## src/include/ubm_pkg.sv

```systemverilog
// Constants and types shared by the endpoint bank manager
package ubm_pkg;
  // ==========================================================
  // Bank geometry
  localparam logic [6:0] EP_SIZE = 7'h40;
  // ==========================================================
  // Register byte offsets
  localparam logic [7:0] OFF_CFG = 8'h00;
  localparam logic [7:0] OFF_CTRL = 8'h04;
  localparam logic [7:0] OFF_SET = 8'h08;
  localparam logic [7:0] OFF_CLR = 8'h0C;
  localparam logic [7:0] OFF_STATE = 8'h10;
  localparam logic [7:0] OFF_FIFO = 8'h14;
  // ==========================================================
  // Field positions
  localparam int CFG_TWO_BANK = 2;
  localparam int CFG_EP_RST = 3;
  localparam int CTL_IN_IRQ = 0;
  localparam int CTL_OUT_IRQ = 1;
  localparam int CTL_STALL = 2;
  localparam int CTL_KILL = 3;
  localparam int CTL_OWN = 4;
  localparam int CLR_IN_RDY = 8;
  localparam int CLR_OUT_RCV = 9;
  localparam int CLR_SETUP = 10;
  localparam int CLR_NAK_IN = 11;
  // ==========================================================
  // Endpoint types, token kinds, handshakes, bus answers
  localparam logic [1:0] EPT_CTRL = 2'h0;
  localparam logic [1:0] EPT_IN = 2'h1;
  localparam logic [1:0] EPT_OUT = 2'h2;
  localparam logic [1:0] TOK_SETUP = 2'h0;
  localparam logic [1:0] TOK_OUT = 2'h1;
  localparam logic [1:0] TOK_IN = 2'h2;
  localparam logic [1:0] HS_ACK = 2'h0;
  localparam logic [1:0] HS_NAK = 2'h1;
  localparam logic [1:0] HS_STALL = 2'h2;
  localparam logic [1:0] HS_DATA = 2'h3;
  localparam logic [1:0] RESP_OKAY = 2'h0;
  localparam logic [1:0] RESP_SLVERR = 2'h2;
  // ==========================================================
  // Control transfer stages
  typedef enum logic [2:0] {CS_IDLE, CS_WRITE, CS_READ, CS_STAT_IN, CS_STAT_OUT, CS_WAIT_SETUP} ubm_stage_t;
endpackage

```

## src/rtl/ubm_endpoint_bank_manager.sv

```systemverilog
// Endpoint bank manager: control, IN and OUT endpoint banks behind an AXI4-Lite register port
// What this block does
// - A pending retry is answered before any stall handshake.
// - SETUP is always acknowledged; it sets the setup flag, not the OUT flag.
// - Ownership and read/write-allowed read zero on control endpoints.
// - Setup flag holds until cleared; clearing frees its bank.
// - Control OUT packet sets the OUT flag; clearing it frees the bank.
// - Control IN-ready flag set when bank free; clearing it commits the data.
// - Control write status IN may send early zero-length data, else NAK and flag.
// - Control read: first status-stage token gets a NAK.
// - Control read status: CPU data discarded, later IN-ready clear ignored.
// - OUT retry always acknowledged, setting OUT and IN-ready flags.
// - After OUT status, wait for SETUP; SETUP clears IN-ready and NAK but not the OUT flag, and loads its bytes into the FIFO.
// - Zero-length OUT packet sets byte count to zero.
// - IN endpoint: IN-ready and ownership set together when bank is free.
// - Clearing IN-ready only acknowledges; FIFO untouched.
// - Ownership clear releases IN bank and moves to next bank.
// - IN read/write-allowed stays set until bank holds endpoint size.
// - With two banks, a free next bank sets IN-ready at once.
// - Kill-bank discards the most recently released IN bank.
// - OUT endpoint: OUT flag and ownership set together when bank full.
// - OUT ownership clear frees bank; read-allowed while bank holds data.
// - Endpoint reset clears endpoint state until the reset bit is written zero.
// - Stall request set makes every following request answered with STALL, except retries and control SETUP.
`timescale 1ns/1ps
module ubm_endpoint_bank_manager
  import ubm_pkg::*;
(
  input wire logic core_clk,
  input wire logic srst,
  input wire logic s_axi_awvalid,
  output logic s_axi_awready,
  input wire logic [7:0] s_axi_awaddr,
  input wire logic s_axi_wvalid,
  output logic s_axi_wready,
  input wire logic [31:0] s_axi_wdata,
  input wire logic [3:0] s_axi_wstrb,
  output logic s_axi_bvalid,
  input wire logic s_axi_bready,
  output logic [1:0] s_axi_bresp,
  input wire logic s_axi_arvalid,
  output logic s_axi_arready,
  input wire logic [7:0] s_axi_araddr,
  output logic s_axi_rvalid,
  input wire logic s_axi_rready,
  output logic [31:0] s_axi_rdata,
  output logic [1:0] s_axi_rresp,
  input wire logic usb_tok_valid,
  input wire logic [1:0] usb_tok_kind,
  input wire logic usb_tok_retry,
  input wire logic usb_rx_valid,
  input wire logic [7:0] usb_rx_byte,
  input wire logic usb_in_ack,
  input wire logic usb_tx_rd,
  output logic usb_hs_valid,
  output logic [1:0] usb_hs_code,
  output logic [6:0] usb_tx_len,
  output logic [7:0] usb_tx_byte,
  output logic endpoint_interrupt
);
  // ==========================================================
  // State
  typedef struct packed {
    logic in_irq_en, out_irq_en, stall, kill;
    logic own, in_f, out_f, setup_f, nak_f, armed, dir_in;
    ubm_stage_t stage;
    logic cpu_bank, usb_bank, last_bank;
    logic [1:0] busy;
    logic [1:0][6:0] cnt;
    logic [6:0] cpu_ptr, rx_cnt, tx_ptr;
  } ubm_ep_t;

  typedef struct packed {
    logic [1:0] ep_type;
    logic two_bank, ep_rst;
    ubm_ep_t ep;
    logic hs_valid;
    logic [1:0] hs_code;
    logic [6:0] tx_len;
    logic [7:0] tx_byte;
    logic aw_have, w_have;
    logic [7:0] aw_addr;
    logic [31:0] wdata;
    logic [3:0] wstrb;
    logic bvalid;
    logic [1:0] bresp;
    logic rvalid;
    logic [31:0] rdata;
    logic [1:0] rresp;
  } ubm_state_t;

  ubm_state_t q;
  ubm_state_t d;
  logic [7:0] mem_q [0:2*EP_SIZE-1];

  // ==========================================================
  // Decode
  logic is_ctl, is_in, is_out, tog;
  logic wr_fire, wr_ok, rd_ok, ar_fire, cfg_fire, set_fire, clr_fire, own_clr;
  logic cpu_wr, cpu_rd, usb_wr, rx_ok, rw_allowed;
  logic [31:0] wm;
  logic [31:0] rd_val;
  logic [6:0] cur_cnt;
  logic [1:0] busy_cnt;
  logic [7:0] cpu_rbyte, tx_rbyte;

  // Endpoint type and bank stepping
  assign is_ctl = q.ep_type == EPT_CTRL;
  assign is_in = q.ep_type == EPT_IN;
  assign is_out = q.ep_type == EPT_OUT;
  assign tog = q.two_bank && !is_ctl;
  assign cur_cnt = q.ep.cnt[q.ep.cpu_bank];
  assign busy_cnt = {1'b0, q.ep.busy[0]} + {1'b0, q.ep.busy[1]};
  assign cpu_rbyte = mem_q[{q.ep.cpu_bank, q.ep.cpu_ptr[5:0]}];
  assign tx_rbyte = mem_q[{q.ep.usb_bank, q.ep.tx_ptr[5:0]}];

  // Bus decode; write data masked by byte strobes
  assign wr_fire = q.aw_have && q.w_have && !q.bvalid;
  assign wr_ok = q.aw_addr[1:0] == 2'h0 && q.aw_addr <= OFF_FIFO;
  assign rd_ok = s_axi_araddr[1:0] == 2'h0 && s_axi_araddr <= OFF_FIFO;
  assign ar_fire = s_axi_arvalid && !q.rvalid;
  assign wm = q.wdata & {{8{q.wstrb[3]}}, {8{q.wstrb[2]}}, {8{q.wstrb[1]}}, {8{q.wstrb[0]}}};
  assign cfg_fire = wr_fire && q.aw_addr == OFF_CFG;
  assign set_fire = wr_fire && q.aw_addr == OFF_SET;
  assign clr_fire = wr_fire && q.aw_addr == OFF_CLR;
  assign own_clr = clr_fire && wm[CTL_OWN] && !is_ctl && q.ep.own;

  // FIFO window access; IN side writes while not full, OUT side reads while not empty
  assign rw_allowed = !is_ctl && q.ep.own && (is_in ? cur_cnt != EP_SIZE : cur_cnt != 7'h0);
  assign cpu_wr = wr_fire && q.aw_addr == OFF_FIFO && q.wstrb[0] && !q.ep_rst && cur_cnt != EP_SIZE
                  && (is_in ? q.ep.own : is_ctl && !q.ep.armed
                  && (q.ep.stage == CS_READ || q.ep.stage == CS_WRITE || q.ep.stage == CS_STAT_IN));
  assign cpu_rd = ar_fire && s_axi_araddr == OFF_FIFO && !q.ep_rst && cur_cnt != 7'h0
                  && (is_out ? q.ep.own : is_ctl && (q.ep.out_f || q.ep.setup_f));

  // Bytes from the host land in the bank the USB side points at
  assign rx_ok = is_ctl ? (usb_tok_kind == TOK_SETUP || (!q.ep.out_f && !q.ep.stall && !usb_tok_retry))
                        : (is_out && !q.ep.busy[q.ep.usb_bank] && !q.ep.stall && !usb_tok_retry);
  assign usb_wr = usb_rx_valid && !q.ep_rst && q.ep.rx_cnt != EP_SIZE && rx_ok;

  // Register read mux
  always_comb
  begin
    case (s_axi_araddr)
      OFF_CFG: rd_val = {28'h0, q.ep_rst, q.two_bank, q.ep_type};
      OFF_CTRL: rd_val = {27'h0, q.ep.own && !is_ctl, q.ep.kill, q.ep.stall, q.ep.out_irq_en,
                          q.ep.in_irq_en};
      OFF_STATE: rd_val = {9'h0, cur_cnt, 6'h0, busy_cnt, 3'h0, rw_allowed, q.ep.nak_f, q.ep.setup_f,
                           q.ep.out_f, q.ep.in_f};
      OFF_FIFO: rd_val = cpu_rd ? {24'h0, cpu_rbyte} : 32'h0;
      default: rd_val = 32'h0;
    endcase
  end

  // ==========================================================
  // Next state: bus, software effects first, hardware events after so a set wins over a clear
  always_comb
  begin
    d = q;
    d.hs_valid = 1'b0;
    if (s_axi_awvalid && s_axi_awready)
    begin
      d.aw_have = 1'b1;
      d.aw_addr = s_axi_awaddr;
    end
    if (s_axi_wvalid && s_axi_wready)
    begin
      d.w_have = 1'b1;
      d.wdata = s_axi_wdata;
      d.wstrb = s_axi_wstrb;
    end
    if (q.bvalid && s_axi_bready)
      d.bvalid = 1'b0;
    if (wr_fire)
    begin
      d.aw_have = 1'b0;
      d.w_have = 1'b0;
      d.bvalid = 1'b1;
      d.bresp = wr_ok ? RESP_OKAY : RESP_SLVERR;
    end
    if (q.rvalid && s_axi_rready)
      d.rvalid = 1'b0;
    if (ar_fire)
    begin
      d.rvalid = 1'b1;
      d.rdata = rd_val;
      d.rresp = rd_ok ? RESP_OKAY : RESP_SLVERR;
    end
    // Configuration and set register
    if (cfg_fire)
    begin
      d.ep_type = wm[1:0];
      d.two_bank = wm[CFG_TWO_BANK];
      d.ep_rst = wm[CFG_EP_RST];
    end
    if (set_fire)
    begin
      d.ep.in_irq_en = q.ep.in_irq_en | wm[CTL_IN_IRQ];
      d.ep.out_irq_en = q.ep.out_irq_en | wm[CTL_OUT_IRQ];
      d.ep.stall = q.ep.stall | wm[CTL_STALL];
      d.ep.kill = q.ep.kill | wm[CTL_KILL];
    end
    // Clear register
    if (clr_fire)
    begin
      if (wm[CTL_IN_IRQ])
        d.ep.in_irq_en = 1'b0;
      if (wm[CTL_OUT_IRQ])
        d.ep.out_irq_en = 1'b0;
      if (wm[CTL_STALL])
        d.ep.stall = 1'b0;
      if (wm[CLR_IN_RDY])
      begin
        d.ep.in_f = 1'b0;
        if (is_ctl && q.ep.in_f && q.ep.stage != CS_STAT_OUT && q.ep.stage != CS_WAIT_SETUP)
          d.ep.armed = 1'b1;
      end
      if (wm[CLR_OUT_RCV])
      begin
        d.ep.out_f = 1'b0;
        if (is_ctl && q.ep.out_f)
        begin
          d.ep.cnt[0] = 7'h0;
          d.ep.cpu_ptr = 7'h0;
        end
      end
      if (wm[CLR_SETUP])
      begin
        d.ep.setup_f = 1'b0;
        if (is_ctl && q.ep.setup_f)
        begin
          d.ep.cnt[0] = 7'h0;
          d.ep.cpu_ptr = 7'h0;
          d.ep.in_f = 1'b1;
        end
      end
      if (wm[CLR_NAK_IN])
        d.ep.nak_f = 1'b0;
    end
    // Ownership release: IN bank goes out, OUT bank is freed
    if (own_clr)
    begin
      d.ep.own = 1'b0;
      d.ep.cpu_ptr = 7'h0;
      d.ep.cpu_bank = q.ep.cpu_bank ^ tog;
      d.ep.busy[q.ep.cpu_bank] = is_in;
      if (is_in)
        d.ep.last_bank = q.ep.cpu_bank;
      else
        d.ep.cnt[q.ep.cpu_bank] = 7'h0;
    end
    // FIFO window traffic
    if (cpu_wr)
      d.ep.cnt[q.ep.cpu_bank] = cur_cnt + 7'h1;
    if (cpu_rd)
    begin
      d.ep.cnt[q.ep.cpu_bank] = cur_cnt - 7'h1;
      d.ep.cpu_ptr = q.ep.cpu_ptr + 7'h1;
    end
    if (usb_wr)
    begin
      d.ep.rx_cnt = q.ep.rx_cnt + 7'h1;
      if (q.ep.rx_cnt == 7'h0 && usb_tok_kind == TOK_SETUP)
        d.ep.dir_in = usb_rx_byte[7];
    end
    if (usb_tx_rd)
    begin
      d.tx_byte = tx_rbyte;
      d.ep.tx_ptr = q.ep.tx_ptr + 7'h1;
    end
    // Host acknowledged the IN data
    if (usb_in_ack && !q.ep_rst)
    begin
      d.ep.cnt[q.ep.usb_bank] = 7'h0;
      if (is_ctl)
      begin
        d.ep.armed = 1'b0;
        if (q.ep.stage == CS_STAT_IN)
          d.ep.stage = CS_WAIT_SETUP;
        else
          d.ep.in_f = 1'b1;
      end
      else
      begin
        d.ep.busy[q.ep.usb_bank] = 1'b0;
        d.ep.usb_bank = q.ep.usb_bank ^ tog;
      end
    end
    // Token end: choose the handshake
    if (usb_tok_valid)
    begin
      d.hs_valid = 1'b1;
      d.hs_code = HS_NAK;
      d.ep.rx_cnt = 7'h0;
      d.ep.tx_ptr = 7'h0;
      if (q.ep_rst)
        d.hs_code = HS_NAK;
      else if (is_ctl && usb_tok_kind == TOK_SETUP)
      begin
        d.hs_code = HS_ACK;
        d.ep.setup_f = 1'b1;
        d.ep.stall = 1'b0;
        d.ep.in_f = 1'b0;
        d.ep.nak_f = 1'b0;
        d.ep.armed = 1'b0;
        d.ep.cpu_ptr = 7'h0;
        d.ep.cnt[0] = q.ep.rx_cnt;
        d.ep.stage = q.ep.dir_in ? CS_READ : CS_WRITE;
      end
      else if (usb_tok_retry && usb_tok_kind != TOK_SETUP)
      begin
        d.hs_code = usb_tok_kind == TOK_IN ? HS_DATA : HS_ACK;
        if (is_ctl && usb_tok_kind == TOK_OUT)
        begin
          d.ep.out_f = 1'b1;
          d.ep.in_f = 1'b1;
        end
      end
      else if (q.ep.stall)
        d.hs_code = HS_STALL;
      else if (is_ctl)
      begin
        case (q.ep.stage)
          CS_WRITE, CS_STAT_IN:
          begin
            if (usb_tok_kind == TOK_IN)
            begin
              d.ep.stage = CS_STAT_IN;
              if (q.ep.armed)
              begin
                d.hs_code = HS_DATA;
                d.tx_len = q.ep.cnt[0];
              end
              else
                d.ep.nak_f = 1'b1;
            end
            else if (usb_tok_kind == TOK_OUT && q.ep.stage == CS_WRITE && !q.ep.out_f)
            begin
              d.hs_code = HS_ACK;
              d.ep.out_f = 1'b1;
              d.ep.cpu_ptr = 7'h0;
              d.ep.cnt[0] = q.ep.rx_cnt;
            end
          end
          CS_READ:
          begin
            if (usb_tok_kind == TOK_IN && q.ep.armed)
            begin
              d.hs_code = HS_DATA;
              d.tx_len = q.ep.cnt[0];
            end
            else if (usb_tok_kind == TOK_OUT)
            begin
              d.ep.stage = CS_STAT_OUT;
              d.ep.armed = 1'b0;
              d.ep.in_f = 1'b0;
              d.ep.cnt[0] = 7'h0;
            end
          end
          CS_STAT_OUT:
          begin
            if (usb_tok_kind == TOK_OUT)
            begin
              d.hs_code = HS_ACK;
              d.ep.out_f = 1'b1;
              d.ep.in_f = 1'b1;
              d.ep.cnt[0] = 7'h0;
              d.ep.stage = CS_WAIT_SETUP;
            end
          end
          default: d.hs_code = HS_NAK;
        endcase
      end
      else if (is_in && usb_tok_kind == TOK_IN && q.ep.busy[q.ep.usb_bank])
      begin
        d.hs_code = HS_DATA;
        d.tx_len = q.ep.cnt[q.ep.usb_bank];
      end
      else if (is_out && usb_tok_kind == TOK_OUT && !q.ep.busy[q.ep.usb_bank])
      begin
        d.hs_code = HS_ACK;
        d.ep.cnt[q.ep.usb_bank] = q.ep.rx_cnt;
        d.ep.busy[q.ep.usb_bank] = 1'b1;
        d.ep.usb_bank = q.ep.usb_bank ^ tog;
      end
    end
    // CPU takes the next bank: free for IN, full for OUT
    if (!is_ctl && !q.ep.own && !q.ep_rst && (is_in ^ q.ep.busy[q.ep.cpu_bank]) && !own_clr)
    begin
      d.ep.own = 1'b1;
      if (is_in)
        d.ep.in_f = 1'b1;
      else
        d.ep.out_f = 1'b1;
    end
    // Kill the most recently released IN bank
    if (q.ep.kill)
    begin
      d.ep.kill = 1'b0;
      if (is_in && q.ep.busy != 2'h0)
      begin
        d.ep.busy[q.ep.last_bank] = 1'b0;
        d.ep.cnt[q.ep.last_bank] = 7'h0;
        if (!q.ep.busy[!q.ep.last_bank])
          d.ep.cnt[!q.ep.last_bank] = 7'h0;
        d.ep.cpu_bank = q.ep.last_bank;
        d.ep.own = 1'b0;
        d.ep.in_f = 1'b0;
        d.ep.cpu_ptr = 7'h0;
      end
    end
    // Ownership has no meaning on a control endpoint; drop it when the type switches
    if (cfg_fire && wm[1:0] == EPT_CTRL)
      d.ep.own = 1'b0;
    // Endpoint reset holds all endpoint state cleared, configuration kept
    if (q.ep_rst)
      d.ep = '0;
  end

  // State register
  always_ff @(posedge core_clk)
  begin
    if (srst)
      q <= '0;
    else
      q <= d;
  end

  // Bank memory: CPU and USB write ports
  always_ff @(posedge core_clk)
  begin
    if (cpu_wr)
      mem_q[{q.ep.cpu_bank, cur_cnt[5:0]}] <= wm[7:0];
    if (usb_wr)
      mem_q[{q.ep.usb_bank, q.ep.rx_cnt[5:0]}] <= usb_rx_byte;
  end

  // ==========================================================
  // Outputs
  assign s_axi_awready = !q.aw_have && !q.bvalid;
  assign s_axi_wready = !q.w_have && !q.bvalid;
  assign s_axi_bvalid = q.bvalid;
  assign s_axi_bresp = q.bresp;
  assign s_axi_arready = !q.rvalid;
  assign s_axi_rvalid = q.rvalid;
  assign s_axi_rdata = q.rdata;
  assign s_axi_rresp = q.rresp;
  assign usb_hs_valid = q.hs_valid;
  assign usb_hs_code = q.hs_code;
  assign usb_tx_len = q.tx_len;
  assign usb_tx_byte = q.tx_byte;
  assign endpoint_interrupt = (q.ep.in_f && q.ep.in_irq_en)
                              || ((q.ep.out_f || q.ep.setup_f) && q.ep.out_irq_en);
endmodule // ubm_endpoint_bank_manager
```

## config.mk

```make
export PLATFORM = sky130hd
export DESIGN_NAME = ubm_endpoint_bank_manager
export DESIGN_NICKNAME = d
export VERILOG_FILES = /design/src/include/ubm_pkg.sv /design/src/rtl/ubm_endpoint_bank_manager.sv
export SDC_FILE = /design/constraint.sdc
export NUM_CORES = 2
export LEC_CHECK = 0
export BUFFER_PORTS_ARGS = -buffer_cell sky130_fd_sc_hd__buf_4
export CORE_AREA = 2 2 413 415
export CTS_BUF_LIST = sky130_fd_sc_hd__clkbuf_8 sky130_fd_sc_hd__clkbuf_16
export CTS_CLUSTER_SIZE = 30
export DETAILED_ROUTE_END_ITERATION = 16
export DIE_AREA = 0 0 415 417
export PLACE_DENSITY = 0.65
export SYNTH_ARGS = -nofsm -noshare
export SYNTH_HDL_FRONTEND = slang
export SYNTH_SLANG_ARGS = --single-unit
```

## constraint.sdc

```tcl
create_clock -name core_clk -period 6.3 [get_ports core_clk]
set_input_delay 1.575 -clock core_clk [delete_from_list [all_inputs] [get_ports core_clk]]
set_output_delay 1.575 -clock core_clk [all_outputs]
set_load 0.02 [all_outputs]
```

**Word level (Yosys, flattened, before mapping)**

Memory sizes are Yosys's and may differ from the RTL's. A register that Yosys moved wholly into a read port is not among the register bits.
Cells that the tools add are included.

- Bitwise logic cells: 25
- Magnitude comparators: 10
- Mux-type cells: 179
- Add/subtract/negate cells: 6
- Eq/ne operators: 22
- Reduce and logical (&&, ||, !) cells: 111

Operators by type and width:

| cell | number |
|---|---|
| 14-bit two-way mux | 11 |
| 7-bit two-way mux | 22 |
| 23-bit two-way mux | 6 |
| 23-bit one-hot mux with 4 select lines | 1 |
| 1-bit logical AND | 69 |
| 1-bit two-way mux | 69 |
| 14-bit bitwise AND | 4 |
| 14-bit inverter | 4 |
| 16-bit two-way mux | 3 |
| 47-bit two-way mux | 1 |
| 2-bit two-way mux | 23 |
| 3-bit two-way mux | 15 |
| 9-bit two-way mux | 5 |
| 14-bit bitwise mux | 3 |
| 35-bit two-way mux | 1 |
| 7-bit by 1-bit adder with 7-bit output (second input constant) | 4 |
| 7-bit demux with 1-bit select | 4 |
| 8-bit by 5-bit == test with 1-bit output (second input constant) | 3 |
| 21-bit two-way mux | 1 |
| 7-bit one-hot mux with 3 select lines | 1 |
| 8-bit by 4-bit == test with 1-bit output (second input constant) | 2 |
| 8-bit by 5-bit less-or-equal comparator with 1-bit output (second input constant) | 2 |
| 8-bit logical NOT | 2 |
| 1-bit logical NOT | 14 |
| 39 further kinds | 83 |

- Input bits: 74
- Output and inout port bits: 60
- Flip-flop bits (word level): 130
- Memories: 1
- RAM bits: 1,024

Memories:

| memory | words | bits a word | read ports | clocked after memory_dff | write ports | line | RTL |
|---|---|---|---|---|---|---|---|
| mem_q | 128 | 8 | 2 | 2 | 2 | ubm_endpoint_bank_manager.sv:94 | `logic [7:0] mem_q [0:2*EP_SIZE-1];` |

**Logic depth before layout (Yosys ltp)**

- Depth in word-level cells: 31
- Mapped depth: 13

**Worst setup path after synthesis**

Ideal clock, no wire load.

- Path kind: input to register
- Start point: in usb_tok_kind[0]
- End point: mem mem_q[16][0] (enable)
- Slack: 2,274 ps
- Stages: 8
- Arrival time: 3,649 ps
- Path through: nor2_2 > nand2_1 > a221o_1 > or3_1 > buf_2 > buf_6 > clkbuf_1 > o22ai_1

RTL lines:

| element | line | RTL |
|---|---|---|
| start, declared | ubm_endpoint_bank_manager.sv:49 | `input wire logic [1:0] usb_tok_kind,` |
| end, declared | ubm_endpoint_bank_manager.sv:94 |  |

==> metrics <==
status=complete, no violations; Starting Density=39.8%; Clock Pin Slew Worst Setup and Hold Paths=0.06 ns; TritonCTS clock tree=yes; top cells by count, synth=nand2_1, o21ai_0, edfxtp_1, mux4_2, clkbuf_1; grt met3 use=7.00%; top post-synthesis cells by area=edfxtp_1, mux4_2, o21ai_0; # rows=151; final WL=231000 microns; IO Port Bufs=94; maximum clock path buffer count=3; Gate Count Post-Synth=5863; fin worst setup slack=1.67 ns; gr ovfl total=0; flop2flop setup slack=1.67 ns; die area=173000 sq um; Fin Clk Skew=0.0437 ns; unrepaired setup endpoints after global routing=no; Pins Over Slew Limit=0; via count=50311; CP endpoint kind=flop; Final Wtd Congestion=1.04; FF-to-FF Start=q[159]; CP Class=flop to flop; top-count cell post-synth=nand2_1; CTS root buf=clkbuf_16; I/O pin cnt=134; Post-DRT Antenna Nets=0; clock latency on the worst-skew pair=0.78 ns; detailed-router iteration count before antenna repair=8; Netlist cell types=93; core area=169000 sq um; MaxCap Viol Count=0; pre-CTS worst setup slack=1.16 ns; fin cells=7817; number of global-route vias before repair=47391; asr flop ratio synth=0%; final net count=5582; arrival time worst endpoint=5.01 ns; Synth-to-Final Area Change=7.49%; dpl hpwl=147000 microns; power density cells=221 nW/um^2; WL/cell=29.6 microns; area leader, netlist=edfxtp_1; min cycle time layout=4.63 ns; Synth top area share=45.8%; clock buffer count from CTS=119; dpl cells=7596; count of final setup violators=0; Seq/Total Area, Yosys=49.4%; Yosys Warn Count=0; worst path required time=6.68 ns; period utilization=73.5%; met2 Usage GRT=40.2%; Pwr Total=15.9 mW; TNS Setup=0 ns; Worst Hold Path EP=q[75]; H-tree lvl count=3; Hold Buf Count CTS=0; post-synthesis average cell area=11.4 sq um; Tot GR Track Use=26.1%; Critical Path Start Type=flop; Die Y=417 microns; first-pass GRT wire length=332000 microns; number of antenna violations at the first check in global routing=8; DRC viols=0; Worst-Margin Slew=1.39 ns; DR vias/cell=6.44; flops & latches, synth=1143; worst r2r path cells=8; FMAX=216 MHz; Initial DRC Count=7741; Hold Crit Class=flop to flop; grt peak-use layer=met2; VDD IR max=0.216 mV; worst rel slew slack=6.02%; synthesized area=67100 sq um; Core Util, Final=42.8%; CTS Sinks=1143; CP max FO=17; Final Hold Viols=0; Worst Hold Launch=q[75]; Die W=415 microns; Post-synth EDFFs=1024; Synth Flop Type=edfxtp_1; number of setup buffers added after CTS=0; met1 usage=33.5%; largest net degree at the start of global routing=129; Hold Crit Depth=2; fraction of layout instances using a drive strength above 1=20.2%; leak pwr=22.7 nW; Reg-to-Reg End=mem_q[52][2]; post-cts resize count=0
power by group:
group          switching [mW]  internal [mW]  leakage (nW)
Sequential             0.0419           8.19          11.6
Clock                    3.16           3.79          1.94
Combinational           0.497          0.231          9.15
Total                    3.70           12.2          22.7
metrics by stage:
| stage | hold slack (ns) | instance area [sq um] |
|---|---|---|
| 6_report | 0.459 | 72100 |
| 2_1_floorplan | 0.421 | 67100 |
| 5_1_grt | 0.493 | 72100 |
| 3_5_place_dp | 0.458 | 68300 |
| 3_3_place_gp | 0.448 | 68300 |
| 4_1_cts | 0.466 | 72100 |
worst max-delay path: stages, from the launching register on:
cell,delay [ns]
dfxtp_1,0.44
nor2_1,0.71
nand2_1,0.48
a221oi_2,0.34
buf_4,0.24
nand2_2,0.42
buf_4,0.47
nor3_4,0.61
o21bai_1,0.52
cell usage in the layout (no fill, tap or decap), types with 103 or more instances in the layout:
cell       instances
a21oi_1          103
buf_4            174
clkbuf_16        122
dfxtp_1          110
edfxtp_1        1024
mux4_2           562
nand2_1         1226
nor2_1           154
o21ai_0         1030
o22ai_1          132
final cells by class:
| cell class | instances | area (sq um) |
|---|---|---|
| inverter | 23 | 86.3 |
| antenna | 1 | 2.50 |
| tap | 2218 | 2780 |
| clock buffer | 126 | 3110 |
| fill | 15429 | 96400 |
| sequential | 1143 | 33200 |
| clock inverter | 94 | 642 |
| multi-input combinational | 4022 | 30800 |
| timing repair buffer | 190 | 1570 |
routing by layer:
layer	up-vias	routed length [microns]
met2	3582	104000
met5	-	149
met3	669	30500
li1	21417	-
met1	24633	81400
met4	10	15200
flip-flops by register name, indices dropped and copies added (netlist names), named ones only:
register,count
mem_q,1024
q,78
s_axi_rdata,17
usb_tx_byte,8
usb_tx_len,7
usb_hs_code,2
s_axi_bresp,1
s_axi_bvalid,1
s_axi_rresp,1
s_axi_rvalid,1
usb_hs_valid,1
logic make-up (layout without fill, tap and decap cells):
logic type               Yosys count  in the layout  share of synthesized area (%)
AND/OR/NAND/NOR                 1746           1746                           11.6
XOR/XNOR                          27             27                          0.353
flip-flops                      1143           1143                           49.4
buffers and inverters            714            433                           5.05
AO/OA/AOI/OAI                   1567           1567                           13.2
other                              1             18                        0.00559
adder cells (fa/ha/maj)            9              9                          0.168
multiplexers                     656            656                           20.3
how the worst max path moves through the flow:
stage,startpoint,to,slack [ns],cells past startpoint
floorplan,usb_tok_kind[0],mem_q[16][0],2.27,8
global placement,usb_tok_kind[0],mem_q[52][3],1.20,9
finish,q[159],mem_q[52][2],1.67,8
detailed placement,usb_tok_kind[0],mem_q[52][4],1.16,9
CTS,q[159],mem_q[52][2],1.81,8
global route,q[159],mem_q[52][6],1.56,8
No activity file was read; power rests on OpenSTA's default activity.
